[src/shared/tcc_pkg.sv]
// Constants and types shared by the timer capture and clear control block.
// Contract
// Captured value holds until capture clear written.
// Later events never overwrite an unacknowledged capture.
// Clear bit 1 clears capture flag; zero ignored.
// Clear bit 0 clears timeout flag; zero ignored.
// Control bit 15 bypasses tick synchronisation stages.
// Bypass with divide-by-one uses terminal count zero.
// No bypass with divide-by-one uses count three.
// Bit 14 event resets counter and prescaler; the code also requires bit 13 to be set.
// Event reset serves PWM demodulation when enabled.
// Bit 13 enables copying counter on events.
// Bit 7 restarts counter on timeout clear write.
// Capture flag raised and held until cleared.
package tcc_pkg;

	localparam int COUNT_W   = 16;
	localparam int PRE_W     = 8;
	localparam int EVT_SEL_W = 6;
	localparam int ADDR_W    = 8;

	localparam logic [7:0] ADDR_CAPTURED_COUNT      = 8'h00;
	localparam logic [7:0] ADDR_INTERRUPT_CLEAR     = 8'h04;
	localparam logic [7:0] ADDR_TIMER_CONTROL       = 8'h08;
	localparam logic [7:0] ADDR_EVENT_SOURCE_SELECT = 8'h0c;
	localparam logic [7:0] ADDR_IRQ_STATUS          = 8'h10;
	localparam logic [7:0] ADDR_IRQ_ENABLE          = 8'h14;
	localparam logic [7:0] ADDR_CURRENT_COUNT       = 8'h18;
	localparam logic [7:0] ADDR_LOAD_VALUE          = 8'h1c;

	localparam int CTL_SYNC_BYPASS     = 15;
	localparam int CTL_EVT_RST_EN      = 14;
	localparam int CTL_EVT_CAP_EN      = 13;
	localparam int CTL_RELOAD_ON_CLEAR = 7;
	localparam int CTL_ENABLE          = 4;
	localparam int CTL_MODE            = 3;
	localparam int CTL_UP              = 2;
	localparam int CTL_PRE_LO          = 0;

	localparam int CLR_CAPTURE_BIT = 1;
	localparam int CLR_TIMEOUT_BIT = 0;

	localparam logic [15:0] CTL_RESET = 16'h0008;
	localparam logic [15:0] CTL_WMASK = 16'he0ff;

	localparam logic [7:0] PRE_TC_BYPASS = 8'h00;
	localparam logic [7:0] PRE_TC_DIV4   = 8'h03;
	localparam logic [7:0] PRE_TC_DIV16  = 8'h0f;
	localparam logic [7:0] PRE_TC_DIV256 = 8'hff;

	typedef enum logic [1:0] {
		TCC_PRE_DIV1   = 2'b00,
		TCC_PRE_DIV16  = 2'b01,
		TCC_PRE_DIV256 = 2'b10,
		TCC_PRE_DIVMAX = 2'b11
	} tcc_pre_e;

	typedef enum logic {
		TCC_BUS_IDLE = 1'b0,
		TCC_BUS_ACK  = 1'b1
	} tcc_bus_e;

endpackage

[src/shared/tcc_cnt_if.sv]
// Interface that carries control and results between the register block and the counter.
`timescale 1ns/100ps
`default_nettype none
interface tcc_cnt_if #(parameter int COUNT_W = 16, parameter int PRE_W = 8);
	logic               enable;
	logic               countUp;
	logic               periodic;
	logic               tick;
	logic               restart;
	logic [COUNT_W-1:0] loadValue;
	logic [PRE_W-1:0]   termCount;
	logic [COUNT_W-1:0] count;
	logic               timeout;

	modport ctl (output enable, countUp, periodic, tick, restart, loadValue, termCount,
		input count, timeout);
	modport cnt (input enable, countUp, periodic, tick, restart, loadValue, termCount,
		output count, timeout);
endinterface
`default_nettype wire

[src/verilog/tcc_counter.sv]
// Prescaler and up/down counter of the timer.
`timescale 1ns/100ps
`default_nettype none
module tcc_counter #(
	parameter int COUNT_W = 16,
	parameter int PRE_W   = 8
)
(
	input wire logic clk,
	input wire logic rst,
	tcc_cnt_if.cnt   cif
);
	import tcc_pkg::*;

	logic [PRE_W-1:0]   preReg;
	logic [COUNT_W-1:0] countReg;
	logic [COUNT_W-1:0] startVal;
	logic               timeoutReg;
	logic               atEnd;
	logic               preWrap;

	always_comb
	begin
		startVal = cif.periodic ? cif.loadValue : (cif.countUp ? '0 : '1);
		atEnd    = cif.countUp ? (countReg == '1) : (countReg == '0);
		// A terminal count lowered below the running prescale value must still wrap at once.
		preWrap  = cif.tick && (preReg >= cif.termCount);
	end

	// The prescaler restarts with the counter so a restart always begins a full period.
	always_ff @(posedge clk)
	begin
		if (rst || !cif.enable || cif.restart)
			preReg <= '0;
		else if (preWrap)
			preReg <= '0;
		else if (cif.tick)
			preReg <= PRE_W'(preReg + 1'b1);
	end

	always_ff @(posedge clk)
	begin
		if (rst)
			countReg <= '0;
		else if (!cif.enable || cif.restart)
			countReg <= startVal;
		else if (preWrap && atEnd)
			countReg <= startVal;
		else if (preWrap && cif.countUp)
			countReg <= COUNT_W'(countReg + 1'b1);
		else if (preWrap)
			countReg <= COUNT_W'(countReg - 1'b1);
	end

	always_ff @(posedge clk)
	begin
		if (rst)
			timeoutReg <= 1'b0;
		else
			timeoutReg <= cif.enable && !cif.restart && preWrap && atEnd;
	end

	assign cif.count   = countReg;
	assign cif.timeout = timeoutReg;
endmodule
`default_nettype wire

[src/verilog/tcc_timer_capture.sv]
// Wishbone register block with capture, interrupt clear and control of the timer.
`timescale 1ns/100ps
`default_nettype none
module tcc_timer_capture #(
	parameter int EVT_N = 40
)
(
	input  wire logic                  clk,
	input  wire logic                  rst,
	input  wire logic                  cyc_i,
	input  wire logic                  stb_i,
	input  wire logic                  we_i,
	input  wire logic [tcc_pkg::ADDR_W-1:0] adr_i,
	input  wire logic [3:0]            sel_i,
	input  wire logic [31:0]           dat_i,
	output logic      [31:0]           dat_o,
	output logic                       ack_o,
	input  wire logic                  srcTick,
	input  wire logic [EVT_N-1:0]      evtIn,
	output logic                       irq
);
	import tcc_pkg::*;

	tcc_bus_e                busState;
	logic                    req;
	logic                    wrEn;
	logic [31:0]             rdData;
	logic [15:0]             ctlReg;
	logic [EVT_SEL_W-1:0]    evtSelReg;
	logic [1:0]              irqEnReg;
	logic [COUNT_W-1:0]      loadReg;
	logic [COUNT_W-1:0]      capReg;
	logic                    capFlag;
	logic                    toFlag;
	logic                    tickS1;
	logic                    tickS2;
	logic                    timerTick;
	logic                    evtLevel;
	logic                    evtPrev;
	logic                    evtFire;
	logic                    clrCap;
	logic                    clrTo;
	logic                    capTake;
	logic                    syncBypass;
	logic                    evtCapEn;
	logic                    evtRstEn;
	logic                    reloadOnClear;
	tcc_pre_e                preSel;
	logic [PRE_W-1:0]        termCount;
	logic [COUNT_W-1:0]      restartVal;

	tcc_cnt_if #(.COUNT_W(COUNT_W), .PRE_W(PRE_W)) cif ();

	tcc_counter #(
		.COUNT_W (COUNT_W),
		.PRE_W   (PRE_W)
	) u_counter (
		.clk (clk),
		.rst (rst),
		.cif (cif)
	);

	function automatic logic [15:0] mergeLanes(
		input logic [15:0] oldVal,
		input logic [31:0] wData,
		input logic [3:0]  sel
	);
		logic [15:0] merged;
		merged = oldVal;
		if (sel[0])
			merged[7:0] = wData[7:0];
		if (sel[1])
			merged[15:8] = wData[15:8];
		return merged;
	endfunction

	assign syncBypass    = ctlReg[CTL_SYNC_BYPASS];
	assign evtRstEn      = ctlReg[CTL_EVT_RST_EN];
	assign evtCapEn      = ctlReg[CTL_EVT_CAP_EN];
	assign reloadOnClear = ctlReg[CTL_RELOAD_ON_CLEAR];
	assign preSel        = tcc_pre_e'(ctlReg[CTL_PRE_LO +: 2]);

	// Bus slave: one wait state, so read data is registered and writes land on the ack edge.
	assign req = cyc_i && stb_i;

	always_ff @(posedge clk)
	begin
		if (rst)
			busState <= TCC_BUS_IDLE;
		else
			case (busState)
				TCC_BUS_IDLE:
					if (req)
						busState <= TCC_BUS_ACK;
				TCC_BUS_ACK:
					busState <= TCC_BUS_IDLE;
				default:
					busState <= TCC_BUS_IDLE;
			endcase
	end

	assign ack_o = (busState == TCC_BUS_ACK);
	assign wrEn  = ack_o && req && we_i;

	always_comb
	begin
		rdData = 32'h00000000;
		case (adr_i)
			ADDR_CAPTURED_COUNT:
				rdData = {16'h0000, capReg};
			ADDR_TIMER_CONTROL:
				rdData = {16'h0000, ctlReg};
			ADDR_EVENT_SOURCE_SELECT:
				rdData = {{(32 - EVT_SEL_W){1'b0}}, evtSelReg};
			ADDR_IRQ_STATUS:
				rdData = {30'h0, capFlag, toFlag};
			ADDR_IRQ_ENABLE:
				rdData = {30'h0, irqEnReg};
			ADDR_CURRENT_COUNT:
				rdData = {16'h0000, cif.count};
			ADDR_LOAD_VALUE:
				rdData = {16'h0000, loadReg};
			default:
				rdData = 32'h00000000;
		endcase
	end

	always_ff @(posedge clk)
	begin
		if (rst)
			dat_o <= 32'h00000000;
		else if (busState == TCC_BUS_IDLE && req && !we_i)
			dat_o <= rdData;
	end

	// Writable registers.
	always_ff @(posedge clk)
	begin
		if (rst)
			ctlReg <= CTL_RESET;
		else if (wrEn && adr_i == ADDR_TIMER_CONTROL)
			ctlReg <= mergeLanes(ctlReg, dat_i, sel_i) & CTL_WMASK;
	end

	always_ff @(posedge clk)
	begin
		if (rst)
			evtSelReg <= '0;
		else if (wrEn && adr_i == ADDR_EVENT_SOURCE_SELECT && sel_i[0])
			evtSelReg <= dat_i[EVT_SEL_W-1:0];
	end

	always_ff @(posedge clk)
	begin
		if (rst)
			irqEnReg <= 2'h0;
		else if (wrEn && adr_i == ADDR_IRQ_ENABLE && sel_i[0])
			irqEnReg <= dat_i[1:0];
	end

	always_ff @(posedge clk)
	begin
		if (rst)
			loadReg <= '0;
		else if (wrEn && adr_i == ADDR_LOAD_VALUE)
			loadReg <= mergeLanes(loadReg, dat_i, sel_i);
	end

	// Clear strobes: only a one in the bit acts.
	assign clrCap = wrEn && adr_i == ADDR_INTERRUPT_CLEAR && sel_i[0]
		&& dat_i[CLR_CAPTURE_BIT];
	assign clrTo  = wrEn && adr_i == ADDR_INTERRUPT_CLEAR && sel_i[0]
		&& dat_i[CLR_TIMEOUT_BIT];

	// Tick synchronisation; the bypass saves two cycles of latency but is safe only when
	// the source tick already belongs to this clock.
	always_ff @(posedge clk)
	begin
		if (rst)
		begin
			tickS1 <= 1'b0;
			tickS2 <= 1'b0;
		end
		else
		begin
			tickS1 <= srcTick;
			tickS2 <= tickS1;
		end
	end

	assign timerTick = syncBypass ? srcTick : tickS2;

	always_comb
	begin
		case (preSel)
			TCC_PRE_DIV1:
				termCount = syncBypass ? PRE_TC_BYPASS : PRE_TC_DIV4;
			TCC_PRE_DIV16:
				termCount = PRE_TC_DIV16;
			TCC_PRE_DIV256:
				termCount = PRE_TC_DIV256;
			default:
				termCount = PRE_TC_DIV256;
		endcase
	end

	// Event source selection and rising-edge detection.
	assign evtLevel = (int'(evtSelReg) < EVT_N) ? evtIn[evtSelReg] : 1'b0;

	always_ff @(posedge clk)
	begin
		if (rst)
			evtPrev <= 1'b0;
		else
			evtPrev <= evtLevel;
	end

	assign evtFire = evtLevel && !evtPrev;

	// A clear in the same cycle frees the holding register, so that event is not lost.
	assign capTake = evtCapEn && evtFire && (!capFlag || clrCap);

	always_ff @(posedge clk)
	begin
		if (rst)
			capReg <= '0;
		else if (capTake)
			capReg <= cif.count;
	end

	always_ff @(posedge clk)
	begin
		if (rst)
			capFlag <= 1'b0;
		else if (capTake)
			capFlag <= 1'b1;
		else if (clrCap)
			capFlag <= 1'b0;
	end

	always_ff @(posedge clk)
	begin
		if (rst)
			toFlag <= 1'b0;
		else if (cif.timeout)
			toFlag <= 1'b1;
		else if (clrTo)
			toFlag <= 1'b0;
	end

	assign irq = |({capFlag, toFlag} & irqEnReg);

	// Counter hookup.
	assign cif.enable    = ctlReg[CTL_ENABLE];
	assign cif.countUp   = ctlReg[CTL_UP];
	assign cif.periodic  = ctlReg[CTL_MODE];
	assign cif.tick      = timerTick;
	assign cif.loadValue = loadReg;
	assign cif.termCount = termCount;
	assign cif.restart   = (evtRstEn && evtCapEn && evtFire)
		|| (reloadOnClear && clrTo);
	assign restartVal    = cif.periodic ? loadReg : (cif.countUp ? '0 : '1);
endmodule
`default_nettype wire

[config.mk]
export PLATFORM = sky130hd
export DESIGN_NAME = tcc_timer_capture
export DESIGN_NICKNAME = d
export VERILOG_FILES = /design/src/shared/tcc_pkg.sv /design/src/shared/tcc_cnt_if.sv /design/src/verilog/tcc_counter.sv /design/src/verilog/tcc_timer_capture.sv
export SDC_FILE = /design/constraint.sdc
export NUM_CORES = 1
export LEC_CHECK = 0
export BUFFER_PORTS_ARGS = -buffer_cell sky130_fd_sc_hd__clkbuf_2
export CAP_MARGIN = 40
export CORE_MARGIN = 10
export CORE_UTILIZATION = 30
export CTS_BUF_LIST = sky130_fd_sc_hd__clkbuf_8
export DETAILED_ROUTE_END_ITERATION = 7
export SYNTH_ARGS = -nofsm -noshare
export SYNTH_HDL_FRONTEND = slang
export SYNTH_SLANG_ARGS = --single-unit
[constraint.sdc]
create_clock -name clk -period 7.9 [get_ports clk]
set_input_delay 0.79 -clock clk [delete_from_list [all_inputs] [get_ports clk]]
set_output_delay 0.79 -clock clk [all_outputs]
set_load 0.02 [all_outputs]
-- Word-level counts from Yosys, hierarchy flattened
Cells that the tools add are included.
- output and inout bits: 34
- register bits after elaboration: 114
- bits of input ports: 90
- logic and storage cells: 103
- mux-type cells: 20
- reductions and logical operators: 49
- equal/unequal tests: 9
- magnitude comparators: 3
- $add $sub $neg: 3
- bitwise gates (word level): 2
- operators by type and width (operator ; count):
    $pmux 16 s7 ; 1
    $mux 16 ; 6
    $eq 8x5->1 const B ; 4
    $logic_and 1x1->1 ; 27
    $add 16x1->16 const B ; 1
    $eq 16x16->1 const B ; 1
    $eq 8x4->1 const B ; 2
    $logic_not 16->1 ; 1
    $pmux 8 s2 ; 1
    $sub 16x1->16 const B ; 1
    $mux 1 ; 9
    $add 8x1->8 const B ; 1
    $eq 8x3->1 const B ; 1
    $ge 8x8->1 ; 1
    $logic_not 8->1 ; 1
    $reduce_and 2->1 ; 4
    $lt 6x7->1 const B ; 1
    $bmux 1 s6 ; 1
    $lt 6x6->1 const B ; 1
    $logic_not 1->1 ; 5
    $logic_or 1x1->1 ; 5
    $reduce_bool 2->1 ; 2
    $reduce_bool 4->1 ; 1
    $reduce_or 2->1 ; 2
    other kinds (6) ; 6

-- Logic depth before layout (Yosys ltp)
- depth in word-level cells: 12
- depth in mapped cells: 19
- mapped depth without buffers: 18

-- Hierarchy
From an unflattened synthesis, not the netlist that was laid out.
- cell total of the unflattened synthesis: 694
- area, all modules: 6124.6 µm²
- modules (own cells, without submodules) (module ; times used ; sequential area each (µm²) ; area each (µm²) ; cells an instance):
    tcc_timer_capture ; 1 ; 1461.4 ; 3892.5 ; 419
    tcc_counter ; 1 ; 500.5 ; 2232.1 ; 275

-- Least setup slack after synthesis
No wires, ideal clock.
- kind: flip-flop to flip-flop
- start point: register ctlReg[0]
- end point: register u_counter.countReg[14], in the netlist u_counter.cif.count[14]
- buffers on the path: 1
- path slack: 3.795 ns
- clock period less this slack: 4.105 ns
- stages on the path, launching flop included: 20
- setup time: 0.086 ns
- arrival time: 4.019 ns
- required time: 7.814 ns
- path through: dfxtp_1 > nor2_1 > nand2_1 > ha_1 > nand2b_1 > a2111oi_0 > nor3_1 > or2_2 > clkbuf_1 > nand2_1 > inv_1 > fa_1 > nor2b_1 > o2111ai_1 > nand3_1 > a41oi_1 > a211oi_1 > a31o_2 > xnor2_1 > a211oi_1
- longest elaborated chain between the ends: 8
- elaborated cells between the ends (all ways): 11
- classes of those cells: order compare: 1; eq/ne: 1; mux: 4; reduce/logical: 5
- RTL lines (item ; RTL line ; text):
    start, declared ; tcc_timer_capture.sv:28 ; logic [15:0] ctlReg;
    start signal, assigned ; tcc_timer_capture.sv:142 ; ctlReg <= mergeLanes(ctlReg, dat_i, sel_i) & CTL_WMASK;
    $eq 2x1->1 / $logic_not 2->1 (equally long branches) ; tcc_timer_capture.sv:195 ; case (preSel)
    $pmux 8 s2 (*) ; tcc_timer_capture.sv:195 ;
    $ge 8x8->1 (*) ; tcc_counter.sv:27 ; preWrap = cif.tick && (preReg >= cif.termCount);
    $logic_and 1x1->1 (*) ; tcc_counter.sv:27 ;
    $logic_and 1x1->1 ; tcc_counter.sv:49 ; else if (preWrap && cif.countUp)
    $mux 16 ; tcc_counter.sv:49 ;
    $mux 16 ; tcc_counter.sv:47 ; else if (preWrap && atEnd)
    $mux 16 ; tcc_counter.sv:45 ; else if (!cif.enable || cif.restart)
    end signal, assigned ; tcc_counter.sv:46 ; countReg <= startVal;
    end signal, assigned ; tcc_counter.sv:48 ; countReg <= startVal;
    end signal, assigned ; tcc_counter.sv:50 ; countReg <= COUNT_W'(countReg + 1'b1);
    end, declared ; tcc_counter.sv:16 ; logic [COUNT_W-1:0] countReg;
Every way passes the cells marked *; elsewhere a longest branch is shown, timed or not.
A chain may end at the register's enable or synchronous reset.

-- Final worst setup path
- start point: register ctlReg[15]
- end point: register u_counter.countReg[14], in the netlist u_counter.cif.count[14]
- longest elaborated chain between the ends: 8
- elaborated cells between the ends (all ways): 11
- classes of those cells: order compare: 1; mux: 6; reduce/logical: 4
- RTL lines (item ; RTL line ; text):
    $mux 2 ; tcc_timer_capture.sv:197 ; termCount = syncBypass ? PRE_TC_BYPASS : PRE_TC_DIV4;
    $pmux 8 s2 ; tcc_timer_capture.sv:195 ;
    $ge 8x8->1 ; tcc_counter.sv:27 ;
    $logic_and 1x1->1 (*) ; tcc_counter.sv:27 ;
    $logic_and 1x1->1 ; tcc_counter.sv:49 ;
    $mux 16 ; tcc_counter.sv:49 ;
    $mux 16 ; tcc_counter.sv:47 ;
    $mux 16 ; tcc_counter.sv:45 ;
Marked as above.

==> flow_metrics.py <==
metrics = {
    "pwr": {
        "power.internal_mw": 0.639,
        "clkPwrFrac_pct": 36.3,
        "pwr_density_cell_nw_per_um2": 131,
        "power.switching_mw": 0.230,
        "ir_drop_mv": 0.0636,
        "p_leak_nw": 2.69,
        "sequentialPowerShare_pct": 57.0,
        "swShare_pct": 26.4,
        "p_comb_share_pct": 6.7,
        "power_mw": 0.869,
    },
    "yosys": {
        "ys_warn_count": 0,
        "syn_area_um2": 5820,
        "synth_area_per_cell_um2": 8.79,
        "synth_ff_type": "dfxtp_1",
        "synth_edf_count": 0,
        "ys_ff_latch": 98,
        "synthCells": 662,
        "synth_cell_type_count": 65,
        "synth-async-reset-ratio_pct": 0,
        "yosysSeqAreaShare_pct": 33.7,
    },
    "routing": {
        "dr.pass1.iters": 4,
        "post_drt_wl_per_cell_um": 16.1,
        "drc": 0,
        "drtIter0Drc": 274,
        "drtAntennaViolNets": 0,
        "vias": 4961,
        "finalWirelength_um": 16100,
        "viasPerCell": 4.97,
    },
    "floorplan": {
        "start_util_pct": 30.8,
        "core_area_um2": 18900,
        "io_pins": 124,
        "num_rows": 50,
        "die_y_um": 159,
        "die_w_um": 159,
        "die_area_um2": 25400,
    },
    "placement": {
        "dp.final_hpwl_um": 12200,
        "gp_congestion": 0.807,
        "placed_cells": 982,
        "portBuffers": 89,
    },
    "worst_setup_path": {
        "cp.required_ns": 8.19,
        "cp.arrival_ns": 5.14,
        "reg2reg_to": "u_counter.cif.count[14]",
        "cp_slowest_cell": "dfxtp_1",
        "critPathCaptureType": "flip-flop",
        "max_stage_delay_ns": 0.55,
        "critPathKind": "flip-flop to flip-flop",
        "path_cells": "nand2_1 > ha_1 > nand2b_1 > a2111oi_0 > nor3_1 > or2_2 > nand2_1 > inv_1 > fa_1 > nor2b_1 > o2111ai_1 > nand3_1 > a41oi_1 > a211oi_1 > a31o_2 > xnor2_1 > a211oi_1",
        "cp_max_fo": 18,
        "start_kind": "flip-flop",
        "ff2ff_path_depth": 17,
        "timing.rr.start": "ctlReg[15]",
        "r2r_slack_ns": 3.05,
    },
    "min_path": {
        "min_from": "u_counter.cif.timeout",
        "whs_path_depth": 2,
        "hp-class": "flip-flop to flip-flop",
        "hold_end": "toFlag",
    },
    "clock_network": {
        "cts-resized-gates": 0,
        "cts-root-buf": "clkbuf_8",
        "cts_buffer_depth": 2,
        "cts.sinks": 98,
        "cts_max_level": 3,
        "cts_tree": "done",
        "numCtsBuffers": 9,
        "cts_setup_buffers": 0,
        "clk_latency_ns": 0.38,
        "ctsHoldBuffers": 0,
        "clkTransAtPathRegs_ns": 0.11,
    },
    "run": {
        "drv_cap": 0,
    },
    "timing": {
        "min_period_over_period_pct": 61.3,
        "drv_slew": 0,
        "skew_ns": 0.0157,
        "rsz0062_at_grt": "false",
        "setup_viol": 0,
        "tns_ns": 0,
        "final_hold_viol_count": 0,
        "fin_crit_ns": 4.85,
        "slew_headroom_pct": 50.1,
        "worst_pin_slew_ns": 0.748,
        "fmax_mhz": 206,
    },
    "global_route": {
        "grt_pass1_wl_um": 26100,
        "gr-total-overflow": 0,
        "grt_use_total_pct": 12.2,
        "grt_pass1_vias": 4852,
        "antenna_found_initial": 1,
        "grt_max_degree": 60,
    },
    "final_layout": {
        "num_antenna_cells": 0,
        "finish.utilization_pct": 35.2,
        "area_delta_synth_final_pct": 14.4,
        "nFillCells": 1978,
        "final_nets": 849,
        "drive_gt1_share_pct": 18.8,
        "finalNonFillerCells": 998,
        "layout_commonest_cell": "dfxtp_1",
        "layout_common_cells": "dfxtp_1 (98), nor2_1 (95), clkbuf_2 (88)",
    },
    "status": {
        "status": "complete, no violations",
    },
}
## area by class of cell
| cell class | instances | area [um2] | share of cell area [%] |
|---|---|---|---|
| multi-input combinational | 516 | 3590 | 53.9 |
| tap | 260 | 325 | 4.89 |
| clock inverter | 7 | 60.1 | 0.902 |
| sequential | 98 | 1960 | 29.5 |
| inverter | 13 | 48.8 | 0.733 |
| timing repair buffer | 95 | 551 | 8.27 |
| clock buffer | 9 | 124 | 1.86 |
## kinds of logic after synthesis
family	share of synthesized area, %
fa+ha+maj	5.72
buf+inv	5.59
flops	33.7
xor+xnor	3.31
compound gates	18.1
simple gates	17.4
mux	16.1
other cells	0.0645
## stage by stage
stage	hold WS [ns]	setup WS [ns]	cell area, um2
global route	0.470	2.53	6660
floorplan	0.413	3.80	5870
global placement	0.418	3.15	6380
detailed placement	0.427	3.18	6470
CTS	0.452	3.08	6660
finish	0.447	3.05	6660
## cell usage after synthesis (all sizes together), types with 4 or more instances
library cell / number / area, um2
a211oi: 9 / 67.6
a21o: 4 / 30.0
a21oi: 22 / 114
a221o: 5 / 50.1
a22o: 8 / 70.1
a22oi: 23 / 173
a32oi: 4 / 35.0
and3: 5 / 36.3
buf: 28 / 194
clkbuf: 22 / 82.6
dfxtp: 98 / 1960
ha: 25 / 313
inv: 13 / 48.8
mux2: 5 / 56.3
mux2i: 81 / 811
nand2: 40 / 153
nand2b: 7 / 43.8
nand3: 18 / 103
nand4: 6 / 37.5
nor2: 98 / 375
nor2b: 7 / 43.8
nor3: 16 / 90.1
o21a: 6 / 45.0
o21ai: 28 / 140
o22ai: 15 / 93.8
xnor2: 9 / 78.8
xor2: 13 / 114
## how the worst max path moves through the flow
| stage | slack (ns) | start | endpoint | cells past startpoint |
|---|---|---|---|---|
| 6_report | 3.05 | ctlReg[15] | u_counter.cif.count[14] | 17 |
| 5_1_grt | 2.53 | ctlReg[1] | u_counter.cif.count[14] | 18 |
| 4_1_cts | 3.08 | ctlReg[15] | u_counter.cif.count[14] | 17 |
| 3_5_place_dp | 3.18 | ctlReg[15] | u_counter.cif.count[14] | 17 |
| 3_3_place_gp | 3.15 | ctlReg[15] | u_counter.cif.count[14] | 17 |
| 2_1_floorplan | 3.80 | ctlReg[0] | u_counter.cif.count[14] | 19 |
## power groups by stage
stage	clock [mW]	combinational (mW)	sequential, mW
final	0.315	0.0585	0.495
after global routing	0.340	0.0639	0.495
after CTS	0.322	0.0586	0.495
after detailed placement	0	0.0584	0.506
after global placement	0	0.0549	0.506
after floorplan	0	0.0356	0.507
## critical path: cells and delay by family, from the launching register on
family,cells,cell delay (ns)
adders and majority gates,2,0.71
xor gates and xnor gates,1,0.06
DFF,1,0.55
buffers and inverters,1,0.13
AOI/OAI and AO/OA,6,1.59
and+or+nand+nor,7,1.69
## registers in the layout, summed over array words and instances (netlist names), 2 cells and up
register             count
capReg                  16
cif.loadValue           16
ctlReg                  11
dat_o                   16
evtSelReg                6
irqEnReg                 2
u_counter.cif.count     16
u_counter.preReg         8
## metal layers
metal	global-route usage, %	wire length (um)
met5	0	13
met4	3.66	238
met3	2.48	806
met2	19.6	7290
met1	16.2	7710
Power figures use the tool's default switching activity.
